==> src/verilog/asram_pkg.sv <==
package asram_pkg;
    // ----------------------------------------
    // Widths
    // ----------------------------------------
    localparam int ADDR_W = 18;  // Word address width
    localparam int DATA_W = 16;  // Data bus width
    localparam int LANE_W = 8;   // Byte lane width

    // ----------------------------------------
    // Timing in ns and clock rate
    // ----------------------------------------
    localparam int CLK_PERIOD_NS = 20;      // 50 MHz
    localparam int ADDR_ACCESS_NS = 12;     // Address to data valid, max
    localparam int CYCLE_NS = 12;           // Least cycle time
    localparam int SELECT_TO_WRITE_END_NS = 8;  // Write pulse, min
    localparam int DATA_SETUP_NS = 6;       // Data before write end, min
    localparam int DRIVE_RELEASE_NS = 6;    // Device float time, max
    localparam int TURN_ON_NS = 3;          // Device turn-on, min

    // Least time in cycles, rounded up, never below one
    function automatic int asram_cycles(input int ns);
        int c;
        c = (ns + CLK_PERIOD_NS - 1) / CLK_PERIOD_NS;
        return (c < 1) ? 1 : c;
    endfunction

    localparam int READ_WAIT = asram_cycles(ADDR_ACCESS_NS);
    localparam int WRITE_WAIT = asram_cycles(SELECT_TO_WRITE_END_NS);
    localparam int FLOAT_WAIT = asram_cycles(DRIVE_RELEASE_NS);
    localparam int CNT_W = 4;  // Wait counter width

    // Reset values of the pins (all strobes inactive high)
    localparam logic STROBE_IDLE = 1'h1;

    // ----------------------------------------
    // Controller states
    // ----------------------------------------
    typedef enum logic [2:0] {
        ASRAM_IDLE, ASRAM_RD_WAIT, ASRAM_RD_DONE,
        ASRAM_WR_PULSE, ASRAM_WR_END, ASRAM_TURN
    } asram_state_t;
endpackage

==> src/verilog/asram_wait_counter.sv <==
`timescale 1ns/1ps
// Loadable down counter used to time pin phases
module asram_wait_counter
    import asram_pkg::*;
(
    input wire logic clk,
    input wire logic rst_b,
    input wire logic load,            // Load a new count
    input wire logic [CNT_W-1:0] loadValue,
    output logic expired              // Count is zero
);
    logic [CNT_W-1:0] count;  // Remaining cycles
    logic [CNT_W-1:0] next_count;

    // ----------------------------------------
    // Next count
    // ----------------------------------------
    always_comb begin
        if (load) begin
            next_count = loadValue;
        end else if (count != '0) begin
            next_count = count - 4'h1;
        end else begin
            next_count = count;
        end
    end

    // Register
    always_ff @(posedge clk or negedge rst_b) begin
        if (!rst_b) begin
            count <= '0;
        end else begin
            count <= next_count;
        end
    end

    assign expired = (count == '0);
endmodule

==> src/verilog/asram_host_ctrl.sv <==
`timescale 1ns/1ps
module asram_host_ctrl
    import asram_pkg::*;
(
    input wire logic clk,
    input wire logic rst_b,
    // User side
    input wire logic reqValid,              // Request present
    output logic reqReady,                  // Request taken this cycle
    input wire logic reqWrite,              // 1 write, 0 read
    input wire logic [ADDR_W-1:0] reqAddr,  // Word address
    input wire logic [DATA_W-1:0] reqData,  // Write data
    input wire logic [1:0] reqLanes,        // Bit0 low lane, bit1 upper
    output logic rspValid,                  // Read data pulse
    output logic [DATA_W-1:0] rspData,      // Read data
    // Memory pins
    output logic [ADDR_W-1:0] word_addr,
    output logic chip_sel_n,
    output logic out_en_n,
    output logic write_en_n,
    output logic upper_byte_sel_n,
    output logic lower_byte_sel_n,
    input wire logic [DATA_W-1:0] data_pins_in,
    output logic [DATA_W-1:0] data_pins_out,
    output logic data_pins_oe
);
    // ----------------------------------------
    // State
    // ----------------------------------------
    asram_state_t state, next_state;  // Controller phase
    logic [ADDR_W-1:0] next_word_addr;
    logic next_chip_sel_n;
    logic next_out_en_n;
    logic next_write_en_n;
    logic next_upper_byte_sel_n;
    logic next_lower_byte_sel_n;
    logic [DATA_W-1:0] next_data_pins_out;
    logic next_data_pins_oe;
    logic [DATA_W-1:0] next_rspData;
    logic next_rspValid;
    logic [1:0] lanes;                // Lanes of current access
    logic [1:0] next_lanes;
    logic cntLoad;                    // Start a wait
    logic [CNT_W-1:0] cntValue;       // Wait length
    logic cntDone;                    // Wait over

    // Phase timer
    // One load per timed phase; expired gates leaving the read wait, write pulse and turn states
    // All waits are rounded up to whole clock periods
    asram_wait_counter u_wait (
        .clk(clk),
        .rst_b(rst_b),
        .load(cntLoad),
        .loadValue(cntValue),
        .expired(cntDone)
    );

    // ----------------------------------------
    // Request handshake
    // ----------------------------------------
    // Taken only when idle and at least one lane chosen
    // Combinational, so a waiting request goes on the first idle edge
    // A request with no lane would strobe nothing, so it is refused
    assign reqReady = (state == ASRAM_IDLE) && (reqLanes != 2'h0);

    // ----------------------------------------
    // Next values
    // ----------------------------------------
    // Defaults hold every pin; the answer strobe lasts one cycle
    // Address and data change only on the idle edge that takes a
    // request, together with the strobes' fall, and stay settled until after they rise
    always_comb begin
        next_state = state;
        next_word_addr = word_addr;
        next_chip_sel_n = chip_sel_n;
        next_out_en_n = out_en_n;
        next_write_en_n = write_en_n;
        next_upper_byte_sel_n = upper_byte_sel_n;
        next_lower_byte_sel_n = lower_byte_sel_n;
        next_data_pins_out = data_pins_out;
        next_data_pins_oe = data_pins_oe;
        next_rspData = rspData;
        next_rspValid = 1'h0;
        next_lanes = lanes;
        cntLoad = 1'h0;
        cntValue = '0;
        case (state)
            ASRAM_IDLE: begin
                // Address moves only while all strobes are high
                if (reqValid && reqReady) begin
                    next_word_addr = reqAddr;
                    next_lanes = reqLanes;
                    next_chip_sel_n = 1'h0;
                    next_lower_byte_sel_n = ~reqLanes[0];
                    next_upper_byte_sel_n = ~reqLanes[1];
                    cntLoad = 1'h1;
                    if (reqWrite) begin
                        // Strobes and data fall together; output
                        // enable stays high, device never drives
                        next_write_en_n = 1'h0;
                        next_data_pins_out = reqData;
                        next_data_pins_oe = 1'h1;
                        cntValue = CNT_W'(WRITE_WAIT);
                        next_state = ASRAM_WR_PULSE;
                    end else begin
                        next_out_en_n = 1'h0;
                        cntValue = CNT_W'(READ_WAIT);
                        next_state = ASRAM_RD_WAIT;
                    end
                end
            end
            ASRAM_RD_WAIT: begin
                // Wait out access time before sampling
                if (cntDone) begin
                    next_state = ASRAM_RD_DONE;
                end
            end
            ASRAM_RD_DONE: begin
                // Sample only the enabled lanes, zero others
                // Strobes rise together; device floats within release time
                next_rspData = data_pins_in &
                    {{LANE_W{lanes[1]}}, {LANE_W{lanes[0]}}};
                next_rspValid = 1'h1;
                next_chip_sel_n = STROBE_IDLE;
                next_out_en_n = STROBE_IDLE;
                next_upper_byte_sel_n = STROBE_IDLE;
                next_lower_byte_sel_n = STROBE_IDLE;
                cntLoad = 1'h1;
                cntValue = CNT_W'(FLOAT_WAIT);
                next_state = ASRAM_TURN;
            end
            ASRAM_WR_PULSE: begin
                // Hold strobes, address and data through the pulse
                if (cntDone) begin
                    next_state = ASRAM_WR_END;
                end
            end
            ASRAM_WR_END: begin
                // All strobes rise together; address and data kept
                // Data and drive enable stay one more cycle as hold
                next_write_en_n = STROBE_IDLE;
                next_chip_sel_n = STROBE_IDLE;
                next_upper_byte_sel_n = STROBE_IDLE;
                next_lower_byte_sel_n = STROBE_IDLE;
                cntLoad = 1'h1;
                cntValue = CNT_W'(FLOAT_WAIT);
                next_state = ASRAM_TURN;
            end
            ASRAM_TURN: begin
                // Release bus; wait until device output is floated
                // The hold-off also keeps a device turn-on away from
                // the data of a preceding write
                next_data_pins_oe = 1'h0;
                if (cntDone) begin
                    next_state = ASRAM_IDLE;
                end
            end
            default: begin
                next_state = ASRAM_IDLE;
            end
        endcase
    end

    // ----------------------------------------
    // Registers
    // ----------------------------------------
    // Every pin comes from a flip-flop, so strobes never glitch
    // Reset leaves all strobes inactive and the data pins released
    always_ff @(posedge clk or negedge rst_b) begin
        if (!rst_b) begin
            state <= ASRAM_IDLE;
            word_addr <= '0;
            chip_sel_n <= STROBE_IDLE;
            out_en_n <= STROBE_IDLE;
            write_en_n <= STROBE_IDLE;
            upper_byte_sel_n <= STROBE_IDLE;
            lower_byte_sel_n <= STROBE_IDLE;
            data_pins_out <= '0;
            data_pins_oe <= 1'h0;
            rspData <= '0;
            rspValid <= 1'h0;
            lanes <= '0;
        end else begin
            state <= next_state;
            word_addr <= next_word_addr;
            chip_sel_n <= next_chip_sel_n;
            out_en_n <= next_out_en_n;
            write_en_n <= next_write_en_n;
            upper_byte_sel_n <= next_upper_byte_sel_n;
            lower_byte_sel_n <= next_lower_byte_sel_n;
            data_pins_out <= next_data_pins_out;
            data_pins_oe <= next_data_pins_oe;
            rspData <= next_rspData;
            rspValid <= next_rspValid;
            lanes <= next_lanes;
        end
    end
endmodule

==> config.mk <==
export PLATFORM = sky130hd
export DESIGN_NAME = asram_host_ctrl
export DESIGN_NICKNAME = d
export VERILOG_FILES = /design/src/verilog/asram_pkg.sv /design/src/verilog/asram_wait_counter.sv /design/src/verilog/asram_host_ctrl.sv
export SDC_FILE = /design/constraint.sdc
export NUM_CORES = 1
export LEC_CHECK = 0
export BUFFER_PORTS_ARGS = -buffer_cell sky130_fd_sc_hd__buf_2
export CORE_ASPECT_RATIO = 0.6
export CORE_UTILIZATION = 30
export DETAILED_ROUTE_END_ITERATION = 8
export GPL_TIMING_DRIVEN = 0
export PLACE_DENSITY = 0.57
export SLEW_MARGIN = 20
export SYNTH_ARGS = -nofsm -noshare
export SYNTH_HDL_FRONTEND = slang
export SYNTH_SLANG_ARGS = --single-unit
==> constraint.sdc <==
create_clock -name clk -period 4.7 [get_ports clk]
set_input_delay 0.705 -clock clk [delete_from_list [all_inputs] [get_ports clk]]
set_output_delay 0.705 -clock clk [all_outputs]
set_load 0.01 [all_outputs]
* After elaboration in Yosys (flattened, before gate mapping)
Cells that the tools add are included.
** Cells by class
- Bitwise gates (word level) :: 3
- Add/subtract/negate cells :: 1
- Reductions and logical operators :: 19
- Muxes and demuxes :: 28
- Eq/ne operators :: 11
** Operators with widths (count)
- bitwise AND 16 bit :: 1
- one-hot mux 1 bit (2 select lines) :: 8
- one-hot mux 3 bit (5 select lines) :: 1
- two-way mux 1 bit :: 12
- two-way mux 3 bit :: 4
- AND reduction 3 bit :: 4
- nonzero test 2 bit :: 6
- inequality test 2 bit (second input constant) :: 5
- two-way mux 4 bit :: 2
- == test 3 x 2 -> 1 bit (second input constant) :: 2
- == test 3 bit (second input constant) :: 2
- logical NOT 4 bit :: 1
- AND reduction 2 bit :: 2
- AND reduction 4 bit :: 1
- nonzero test 4 bit :: 1
- subtractor 4 x 1 -> 4 bit (second input constant) :: 1
- == test 3 x 1 -> 1 bit (second input constant) :: 1
- logical NOT 3 bit :: 1
- logical AND 1 bit :: 2
- two-way mux 2 bit :: 1
- inequality test 2 x 1 -> 1 bit (second input constant) :: 1
- NOT 1 bit :: 2
- OR reduction 2 bit :: 1
** Word-level totals
- Output and inout bits :: 58
- Register bits after elaboration :: 66
- Input bits :: 56

* Logic depth before layout (Yosys ltp)
Gate-level depths: netlist of the first run.
- Depth after elaboration :: 6
- Mapped depth :: 6

* Modules after synthesis
From an unflattened synthesis of the first run, not the netlist that was laid out.
** Unflattened totals
- Cells, all modules :: 221
- Area total of the unflattened synthesis :: 2757.6 um^2
** Modules (own cells, without submodules)
- asram_host_ctrl :: instances 1, seq. area each 1557.7 um^2, cells each 199, area each 2523.7 um^2
- asram_wait_counter :: instances 1, seq. area each 100.1 um^2, cells each 22, area each 234.0 um^2

* Worst setup path after synthesis of the first run
Ideal clock, no wire load.
- Path kind :: input-to-reg
- Start point :: in reqLanes[0]
- End point :: reg word_addr[0]
- Library setup time :: 125 ps
- Required time :: 4575 ps
- Setup slack :: 3007 ps
- Cell stages on the path :: 4
- Path buffers :: 1
- Arrival time :: 1568 ps
- Path through :: o21a_1 -> nand2_2 -> buf_2 -> mux2_2
** Between the ends
- Word-level cells in the longest chain between the ends :: 4
** RTL lines
- start: declaration :: RTL line asram_host_ctrl.sv:13 : input wire logic [1:0] reqLanes,
- nonzero test 2 bit :: RTL line asram_host_ctrl.sv:64 : assign reqReady = (state == ASRAM_IDLE) && (reqLanes != 2'h0);
- logical AND 1 bit :: RTL line asram_host_ctrl.sv:64
- logical AND 1 bit :: RTL line asram_host_ctrl.sv:90 : if (reqValid && reqReady) begin
- AND reduction 2 bit (no line)
- end signal: assignment :: RTL line asram_host_ctrl.sv:185 : word_addr <= next_word_addr;
- end: declaration :: RTL line asram_host_ctrl.sv:17 : output logic [ADDR_W-1:0] word_addr,
Every way passes these cells.
A chain may end at the register's enable or synchronous reset.

* Worst setup path after layout of the first run
- Start point :: reg state[1]
- End point :: out reqReady
** Between the ends
- Word-level cells in the longest chain between the ends :: 2
** RTL lines
- start: declaration :: RTL line asram_host_ctrl.sv:30 : asram_state_t state, next_state;
- start signal: assignment :: RTL line asram_host_ctrl.sv:184 : state <= next_state;
- logical NOT 3 bit :: RTL line asram_host_ctrl.sv:64
- logical AND 1 bit :: RTL line asram_host_ctrl.sv:64
- end: declaration :: RTL line asram_host_ctrl.sv:9 : output logic reqReady,
Every way passes these cells.

==> reports/metrics.cfg, run 1 <==
[setup_path]
start_kind=flip-flop
path_class=flip-flop to primary output
slowest_delay_ns=0.38
critPathBufInv=2
worst_ep_arrival_time_ns=1.42
cp_data_required_time_ns=3.99
crit_path_top_delay_cell=dfrtp_1
critPathMaxFanout=10
critPathTopFamily=flip-flops
crit_chain=buf_6, nor3_4, o21a_1, buf_2
worstSetupEndpointType=primary output

[power]
p_switching_uw=843
vdd_ir_drop_max_mv=0.262
sw_frac_of_total=0.331
pwr-share-comb=0.371
p_per_area_mw_per_mm2=684
pwr-share-clk=0.237
pwr-share-seq=0.392
internal_power_uw=1700
p_leak_uw=0.00191

[route]
dr_total_vias=2041
drt_iter0_markers=81
detail_route.vias_per_cell=4.49
firstDrtPassIters=6
antenna_left=0
routed_wl_um=6390
wire_per_inst_um=14.0
drcViolationCount=22

[cells_and_area]
area_growth_pct=36.7
final_nets=397
final_common_cell=buf_2
n_fill_cell=866
drive_gt1_frac=0.525
instances_no_fill=455
antennaDiodeCount=0
final_cell_mix=116 x buf_2, 61 x dfrtp_1, 35 x nand2_1, 27 x mux2_2, 20 x o21ai_0

[sta]
slew_violations=0
min_period_ns=2.13
tightest_slew_ns=0.580
fin_skew_ns=0.00539
finalCritPeriodShare=0.453
slew-limit-headroom=0.612
fin_tns_setup_ns=0
rsz0062_at_grt=no
max_freq_ghz=0.470
finalSetupViolCount=0
finalHoldViolations=0

[grt]
grt_pass1_wl_um=10100
first_global_vias=1945
grtUsageTotal=0.145
grt-ovfl-total=0
antenna_found_initial=0
use_met1=0.204
grt_start_max_net_pins=39
met3_usage=0.0667
grt_use_met2=0.191
top_usage_layer=met1

[placed_design]
port-buffer-count=113
routabilityCongestion=0.747
dp_hpwl_um=4660
place_inst=440

[die]
die_w_um=125
coreArea_mm2=0.00865
std_cell_rows=26
initial_core_util=0.315
pin_count=114
die_y_um=75.8
dieArea_mm2=0.00948

[synth]
ys_warn_count=0
synth_seq_area_share=0.609
synth-simple-area-share=0.0988
synth-xor-area-share=0.0161
synth-adder-area-share=0.00919
avgSynthCellArea_um2=12.7
async_flop_share=1.00
synth_ff_type=dfrtp_1
synthesis.nets=272
synth_cells=214
yosys.cell_types.count=33
ys_ff_latch=66
synth_edf_count=0
synth_top_family_by_area=multiplexers
synth.area.mux_share=0.161
netlist_area_mm2=0.00272
synth_compound_area_frac=0.0740

[cts]
postCtsSetupRepairBufs=0
ctsHoldBuffers=0
cts_resized=0
clk_path_buf_depth=2
htree_levels=3
cts_tree=done
cts.sinks=66
cts_root_buf=clkbuf_16
worstSkewPairLatency_ns=0.33
cts_buffers=9
clkTransAtPathRegs_ns=0.05

[min_path]
hp-class=primary input to async pin

[run_status]
status=complete, but fails checks
violations=DRC

[run]
drv_cap=0

worst reg2reg max path, cell delays in order (launching register included):
cell      delay, ns
dfrtp_1        0.42
clkbuf_1       0.25
a21oi_1        0.36
a21boi_0       0.46
nor3_1         0.12
cell type report:
type | count | area, um2 | share of cell area
plain buffers | 12 | 72.6 | 0.0195
flip-flops and latches | 66 | 1660 | 0.445
repair buffers | 114 | 588 | 0.158
well taps | 112 | 140 | 0.0376
clock inverters | 3 | 15.0 | 0.00403
clock buffers | 12 | 256 | 0.0689
inverters | 4 | 15.0 | 0.00403
multi-input cells | 132 | 978 | 0.263
power by group through the flow:
stage               Clock, uW  Combinational [uW]  Sequential [uW]
finish                    604                 945              997
global route              649                1050             1030
detailed placement          0                 953             1000
floorplan                   0                 450             1110
CTS                       627                 957             1000
global placement            0                 939              990
cells by family after synthesis:
group / after synthesis
and+or+nand+nor: 54
adders and majority gates: 2
buffers and inverters: 16
AOI/OAI and AO/OA: 35
xor gates and xnor gates: 5
muxes: 36
DFF: 66
routing by layer:
metal / routed length (um) / vias up
li1: - / 983
met1: 3170 / 958
met2: 2550 / 90
met3: 589 / 10
met4: 79 / 0
met5: 0 / -
sequential cells by signal, indices dropped and copies added (netlist names):
name	count
word_addr	18
data_pins_out	16
rspData	16
u_wait.count	4
state	3
lanes	2
chip_sel_n	1
data_pins_oe	1
lower_byte_sel_n	1
out_en_n	1
rspValid	1
upper_byte_sel_n	1
write_en_n	1
cell usage after synthesis, drive strengths merged, types with 2 or more instances:
master,count,area [um2]
dfrtp,61,1530
mux2,36,439
nand2,36,138
o21ai,21,105
buf,9,61.3
a21oi,5,25.0
dfstp,5,131
inv,4,15.0
nor2,4,15.0
nor3,4,31.3
xnor2,4,35.0
a22o,3,26.3
clkbuf,3,11.3
nand3b,3,22.5
ha,2,25.0
nand2b,2,12.5
nand3,2,22.5
o21a,2,15.0
final timing paths:
kind / start / end / slack [ns] / depth (start not counted)
setup reg to reg: state[0] / u_wait.count[3] / 2.96 / 4
min in group clk: out_en_n / out_en_n / 0.47 / 2
hold / removal: rst_b / rspData[4] / 0.30 / 1
setup / recovery: state[1] / reqReady / 2.57 / 4
max in group asynchronous: rst_b / lower_byte_sel_n / 3.79 / 2
hold reg to reg: out_en_n / out_en_n / 0.47 / 2
through the flow:
step | setup slack (ns) | power (uW) | area (um2) | hold WS, ns | utilization
floorplan | 3.01 | 1570 | 2720 | 0.409 | -
global placement | 2.61 | 1930 | 3430 | 0.458 | 0.396
detailed placement | 2.70 | 1960 | 3450 | 0.464 | 0.399
CTS | 2.54 | 2580 | 3720 | 0.299 | 0.430
global route | 2.48 | 2730 | 3720 | 0.323 | 0.430
finish | 2.57 | 2550 | 3720 | 0.302 | 0.430
Note: power is estimated with default switching activity, not from simulation.
==> run 2, diff against run 1 <==
clock period = 2 ns   (was 4.7 ns; I/O delays follow)
==> reports/metrics.cfg, run 2 (same netlist as run 1, synthesis figures left out) <==
[run_status]
status=complete, but fails checks
violations=DRC

[grt]
grt_use_met2=0.191
use_met1=0.204
met3_usage=0.0667
grtUsageTotal=0.145
grt_pass1_wl_um=10100
first_global_vias=1945
grt_start_max_net_pins=39
grt-ovfl-total=0
antenna_found_initial=0
top_usage_layer=met1

[sta]
slew_violations=0
min_period_ns=1.74
finalCritPeriodShare=0.872
finalSetupViolCount=0
whs_ns=0.201
rsz0062_at_grt=no
finalHoldViolations=0
slew-limit-headroom=0.612
max_freq_ghz=0.573
fin_tns_setup_ns=0
tightest_slew_ns=0.579
fin_skew_ns=0.00528

[run]
drv_cap=0

[die]
pin_count=114
std_cell_rows=26
coreArea_mm2=0.00865
dieArea_mm2=0.00948
initial_core_util=0.315
die_y_um=75.8
die_w_um=125

[cts]
worstSkewPairLatency_ns=0.33
cts.sinks=66
clk_path_buf_depth=2
htree_levels=3
clkTransAtPathRegs_ns=0.05
postCtsSetupRepairBufs=0
cts_resized=0
cts_buffers=9
cts_root_buf=clkbuf_16
cts_tree=done

[cells_and_area]
regArea_mm2=0.00166
largest_register_ffs=18
final_util=0.431
multi_input_area_um2=978
area_growth_pct=37.1
final_nets=398
antennaDiodeCount=0
regMostFlops=word_addr
final_cell_mix=116 x buf_2, 61 x dfrtp_1, 35 x nand2_1, 27 x mux2_2, 20 x o21ai_0
drive_gt1_frac=0.523
largestRegisters=word_addr (18), data_pins_out (16), rspData (16)
final_common_cell=buf_2
n_fill_cell=863

[route]
dr_total_vias=2046
detail_route.vias_per_cell=4.49
routed_wl_um=6400
firstDrtPassIters=6
antenna_left=0
wire_per_inst_um=14.0
drcViolationCount=22
drt_iter0_markers=86

[power]
p_switching_uw=1980
pwr-share-seq=0.392
internal_power_uw=4000
p_leak_uw=0.00191
vdd_ir_drop_max_mv=0.617
p_per_area_mw_per_mm2=1600
total_power_uw=5990
pwr-share-comb=0.371
pwr-share-clk=0.237
sw_frac_of_total=0.331

[placed_design]
port-buffer-count=113
routabilityCongestion=0.747
dp_hpwl_um=4660

[setup_path]
worstSetupEndpointType=flip-flop
path_class=flip-flop to flip-flop
worst_ep_arrival_time_ns=1.93
critPathMaxFanout=10
cp_data_required_time_ns=2.19
start_kind=flip-flop

[min_path]
hp-class=primary input to flip-flop

-- run 2: cell types whose count changed in the layout (fill, tap and decap cells not counted) --
cell           previous run  this run
dlygate4sd3_1             0         1
-- run 2: cell type report --
cell class,instances,area share
buffer,12,0.0194
timing repair buffer,115,0.160
clock buffer,12,0.0687
inverter,4,0.00402
multi-input combinational,132,0.262
clock inverter,3,0.00402
tap,112,0.0375
sequential,66,0.444
-- run 2: power groups by stage --
| stage | Sequential (uW) | Clock (uW) | Combinational, uW |
|---|---|---|---|
| finish | 2340 | 1420 | 2220 |
| CTS | 2350 | 1470 | 2250 |
| global route | 2430 | 1520 | 2460 |
| floorplan | 2620 | 0 | 1060 |
| global placement | 2330 | 0 | 2210 |
| detailed placement | 2360 | 0 | 2240 |
-- run 2: per-layer routing --
layer,vias up,wire length [um],share of wire
li1,986,-,-
met1,960,3200,0.50
met2,90,2560,0.40
met3,10,563,0.088
met4,0,79,0.012
met5,-,0,0
-- run 2: worst max-delay path, cell delays in order, from the launching register on --
cell,delay (ns)
dfrtp_1,0.42
clkbuf_1,0.25
a21oi_1,0.36
a21boi_0,0.46
nor3_1,0.12
-- run 2: path summary, 6_finish.rpt --
| kind | startpoint | to | slack (ns) | depth (start not counted) |
|---|---|---|---|---|
| min in group asynchronous | rst_b | rspData[4] | 0.44 | 2 |
| hold / removal | reqData[7] | data_pins_out[7] | 0.20 | 2 |
| setup reg to reg | state[0] | u_wait.count[3] | 0.26 | 4 |
| max in group asynchronous | rst_b | lower_byte_sel_n | 0.95 | 3 |
| hold reg to reg | out_en_n | out_en_n | 0.47 | 2 |
| setup / recovery | state[0] | u_wait.count[3] | 0.26 | 4 |
-- run 2: repair_timing --
action | CTS | global route
hold buffers | 1 | 0
endpoints found under the hold margin | 28 | 0
endpoints found under the setup margin | 0 | 0
-- run 2: metrics by stage --
step / area (um2) / setup slack, ns / instances
after CTS: 3730 / 0.241 / 456
after floorplan: 2720 / 0.513 / 214
after global routing: 3730 / 0.0603 / 456
final: 3730 / 0.255 / 456
after global placement: 3430 / 0.312 / 439
after detailed placement: 3450 / 0.236 / 440
==> run 3, diff against run 2 <==
RECOVER_POWER = 100   (was not set)
==> reports/metrics.cfg, run 3 (same netlist as run 1, synthesis figures left out) <==
[setup_path]
cp_data_required_time_ns=2.19
path_class=flip-flop to flip-flop
crit_path_top_delay_cell=a21boi_0
ff2ff_setup_slack_ns=0.23
crit_start=state[0]
critPathTopFamily=compound AO/OA/AOI/OAI gates
critPathMaxFanout=10
r2r-start=state[0]
slowest_delay_ns=0.46
crit_chain=clkbuf_1, a21oi_1, a21boi_0, nor3_1
worstSetupEndpointType=flip-flop
worst_ep_arrival_time_ns=1.95
critPathBufInv=1
start_kind=flip-flop

[sta]
finalHoldViolations=0
finalCritPeriodShare=0.883
slew-limit-headroom=0.524
fin_skew_ns=0.00512
finalSetupViolCount=0
rsz0062_at_grt=no
tightest_slew_ns=0.714
fin_tns_setup_ns=0
slew_violations=0
min_period_ns=1.77
whs_ns=0.196
max_freq_ghz=0.566

[min_path]
hp-class=primary input to flip-flop
worst_hold_startpoint=reqData[9]

[grt]
first_global_vias=1945
grt_start_max_net_pins=39
grtUsageTotal=0.145
grt-ovfl-total=0
antenna_found_initial=0
grt_pass1_wl_um=10100

[cells_and_area]
largest_register_ffs=18
final_common_cell=clkbuf_1
largestRegisters=word_addr (18), data_pins_out (16), rspData (16)
drive_gt1_frac=0.320
area_growth_pct=32.1
final_cell_mix=65 x clkbuf_1, 61 x dfrtp_1, 54 x buf_2, 36 x nand2_1, 27 x mux2_2
regMostFlops=word_addr
n_fill_cell=902
antennaDiodeCount=0
final_nets=398
instances_no_fill=456

[run]
drv_cap=0

[route]
detail_route.vias_per_cell=4.49
wire_per_inst_um=14.0
routed_wl_um=6390
drcViolationCount=22
drt_iter0_markers=87
firstDrtPassIters=6
antenna_left=0
dr_total_vias=2048

[die]
std_cell_rows=26
dieArea_mm2=0.00948
initial_core_util=0.315
die_w_um=125
pin_count=114
coreArea_mm2=0.00865
die_y_um=75.8

[cts]
htree_levels=3
cts_tree=done
clkTransAtPathRegs_ns=0.05
cts.sinks=66
cts_root_buf=clkbuf_16
cts_resized=0
cts_buffers=9
clk_path_buf_depth=2
worstSkewPairLatency_ns=0.32

[power]
p_leak_uw=0.00168
vdd_ir_drop_max_mv=0.607
p_per_area_mw_per_mm2=1600

[placed_design]
port-buffer-count=113
place_inst=440
dp_hpwl_um=4660
routabilityCongestion=0.747

[run_status]
violations=DRC
status=complete, but fails checks

run 3: worst reg2reg max path, cell delays in order, from the launching register on:
cell	delay, ns
dfrtp_1	0.42
clkbuf_1	0.26
a21oi_1	0.37
a21boi_0	0.46
nor3_1	0.12
run 3: power by group:
part           leakage [uW]  switching, uW  internal [uW]
sequential         0.000799            337           2020
combinational      0.000743           1130            855
clock              0.000138            527            891
total               0.00168           1990           3770
run 3: stage by stage:
stage / area (um2) / worst slack (ns) / utilization / power [uW]
2_1_floorplan: 2720 / 0.513 / - / 3680
3_3_place_gp: 3430 / 0.312 / 0.396 / 4530
3_5_place_dp: 3450 / 0.236 / 0.399 / 4600
4_1_cts: 3730 / 0.241 / 0.431 / 6070
5_1_grt: 3600 / 0.0603 / 0.416 / 6190
6_report: 3600 / 0.233 / 0.416 / 5750
run 3: final cells by class:
| cell class | count | area, um2 | share of cell area |
|---|---|---|---|
| well taps | 112 | 140 | 0.0390 |
| clock inverters | 3 | 15.0 | 0.00417 |
| clock buffers | 12 | 256 | 0.0713 |
| flip-flops and latches | 66 | 1660 | 0.461 |
| repair buffers | 115 | 510 | 0.142 |
| plain buffers | 12 | 56.3 | 0.0157 |
| multi-input cells | 132 | 946 | 0.263 |
| inverters | 4 | 15.0 | 0.00417 |
run 3: timing repair:
action	in CTS	in global routing
setup endpoints to repair	0	0
buffers inserted	0	0
endpoints found under the hold margin	28	0
hold buffers	1	0
run 3: per-layer routing:
metal  vias to the layer above  global-route usage  routed length (um)
met4                         0              0.0528                  80
li1                        988                   -                   -
met1                       961               0.204                3210
met5                         -                   0                   0
met3                        10              0.0667                 579
met2                        89               0.191                2520
run 3: worst paths after layout:
check                      cells after the start               end
max                                            4   u_wait.count[3]
min                                            2  data_pins_out[9]
max reg2reg                                    4   u_wait.count[3]
min reg2reg                                    2          out_en_n
max in group asynchronous                      3  lower_byte_sel_n
min in group asynchronous                      2        rspData[4]
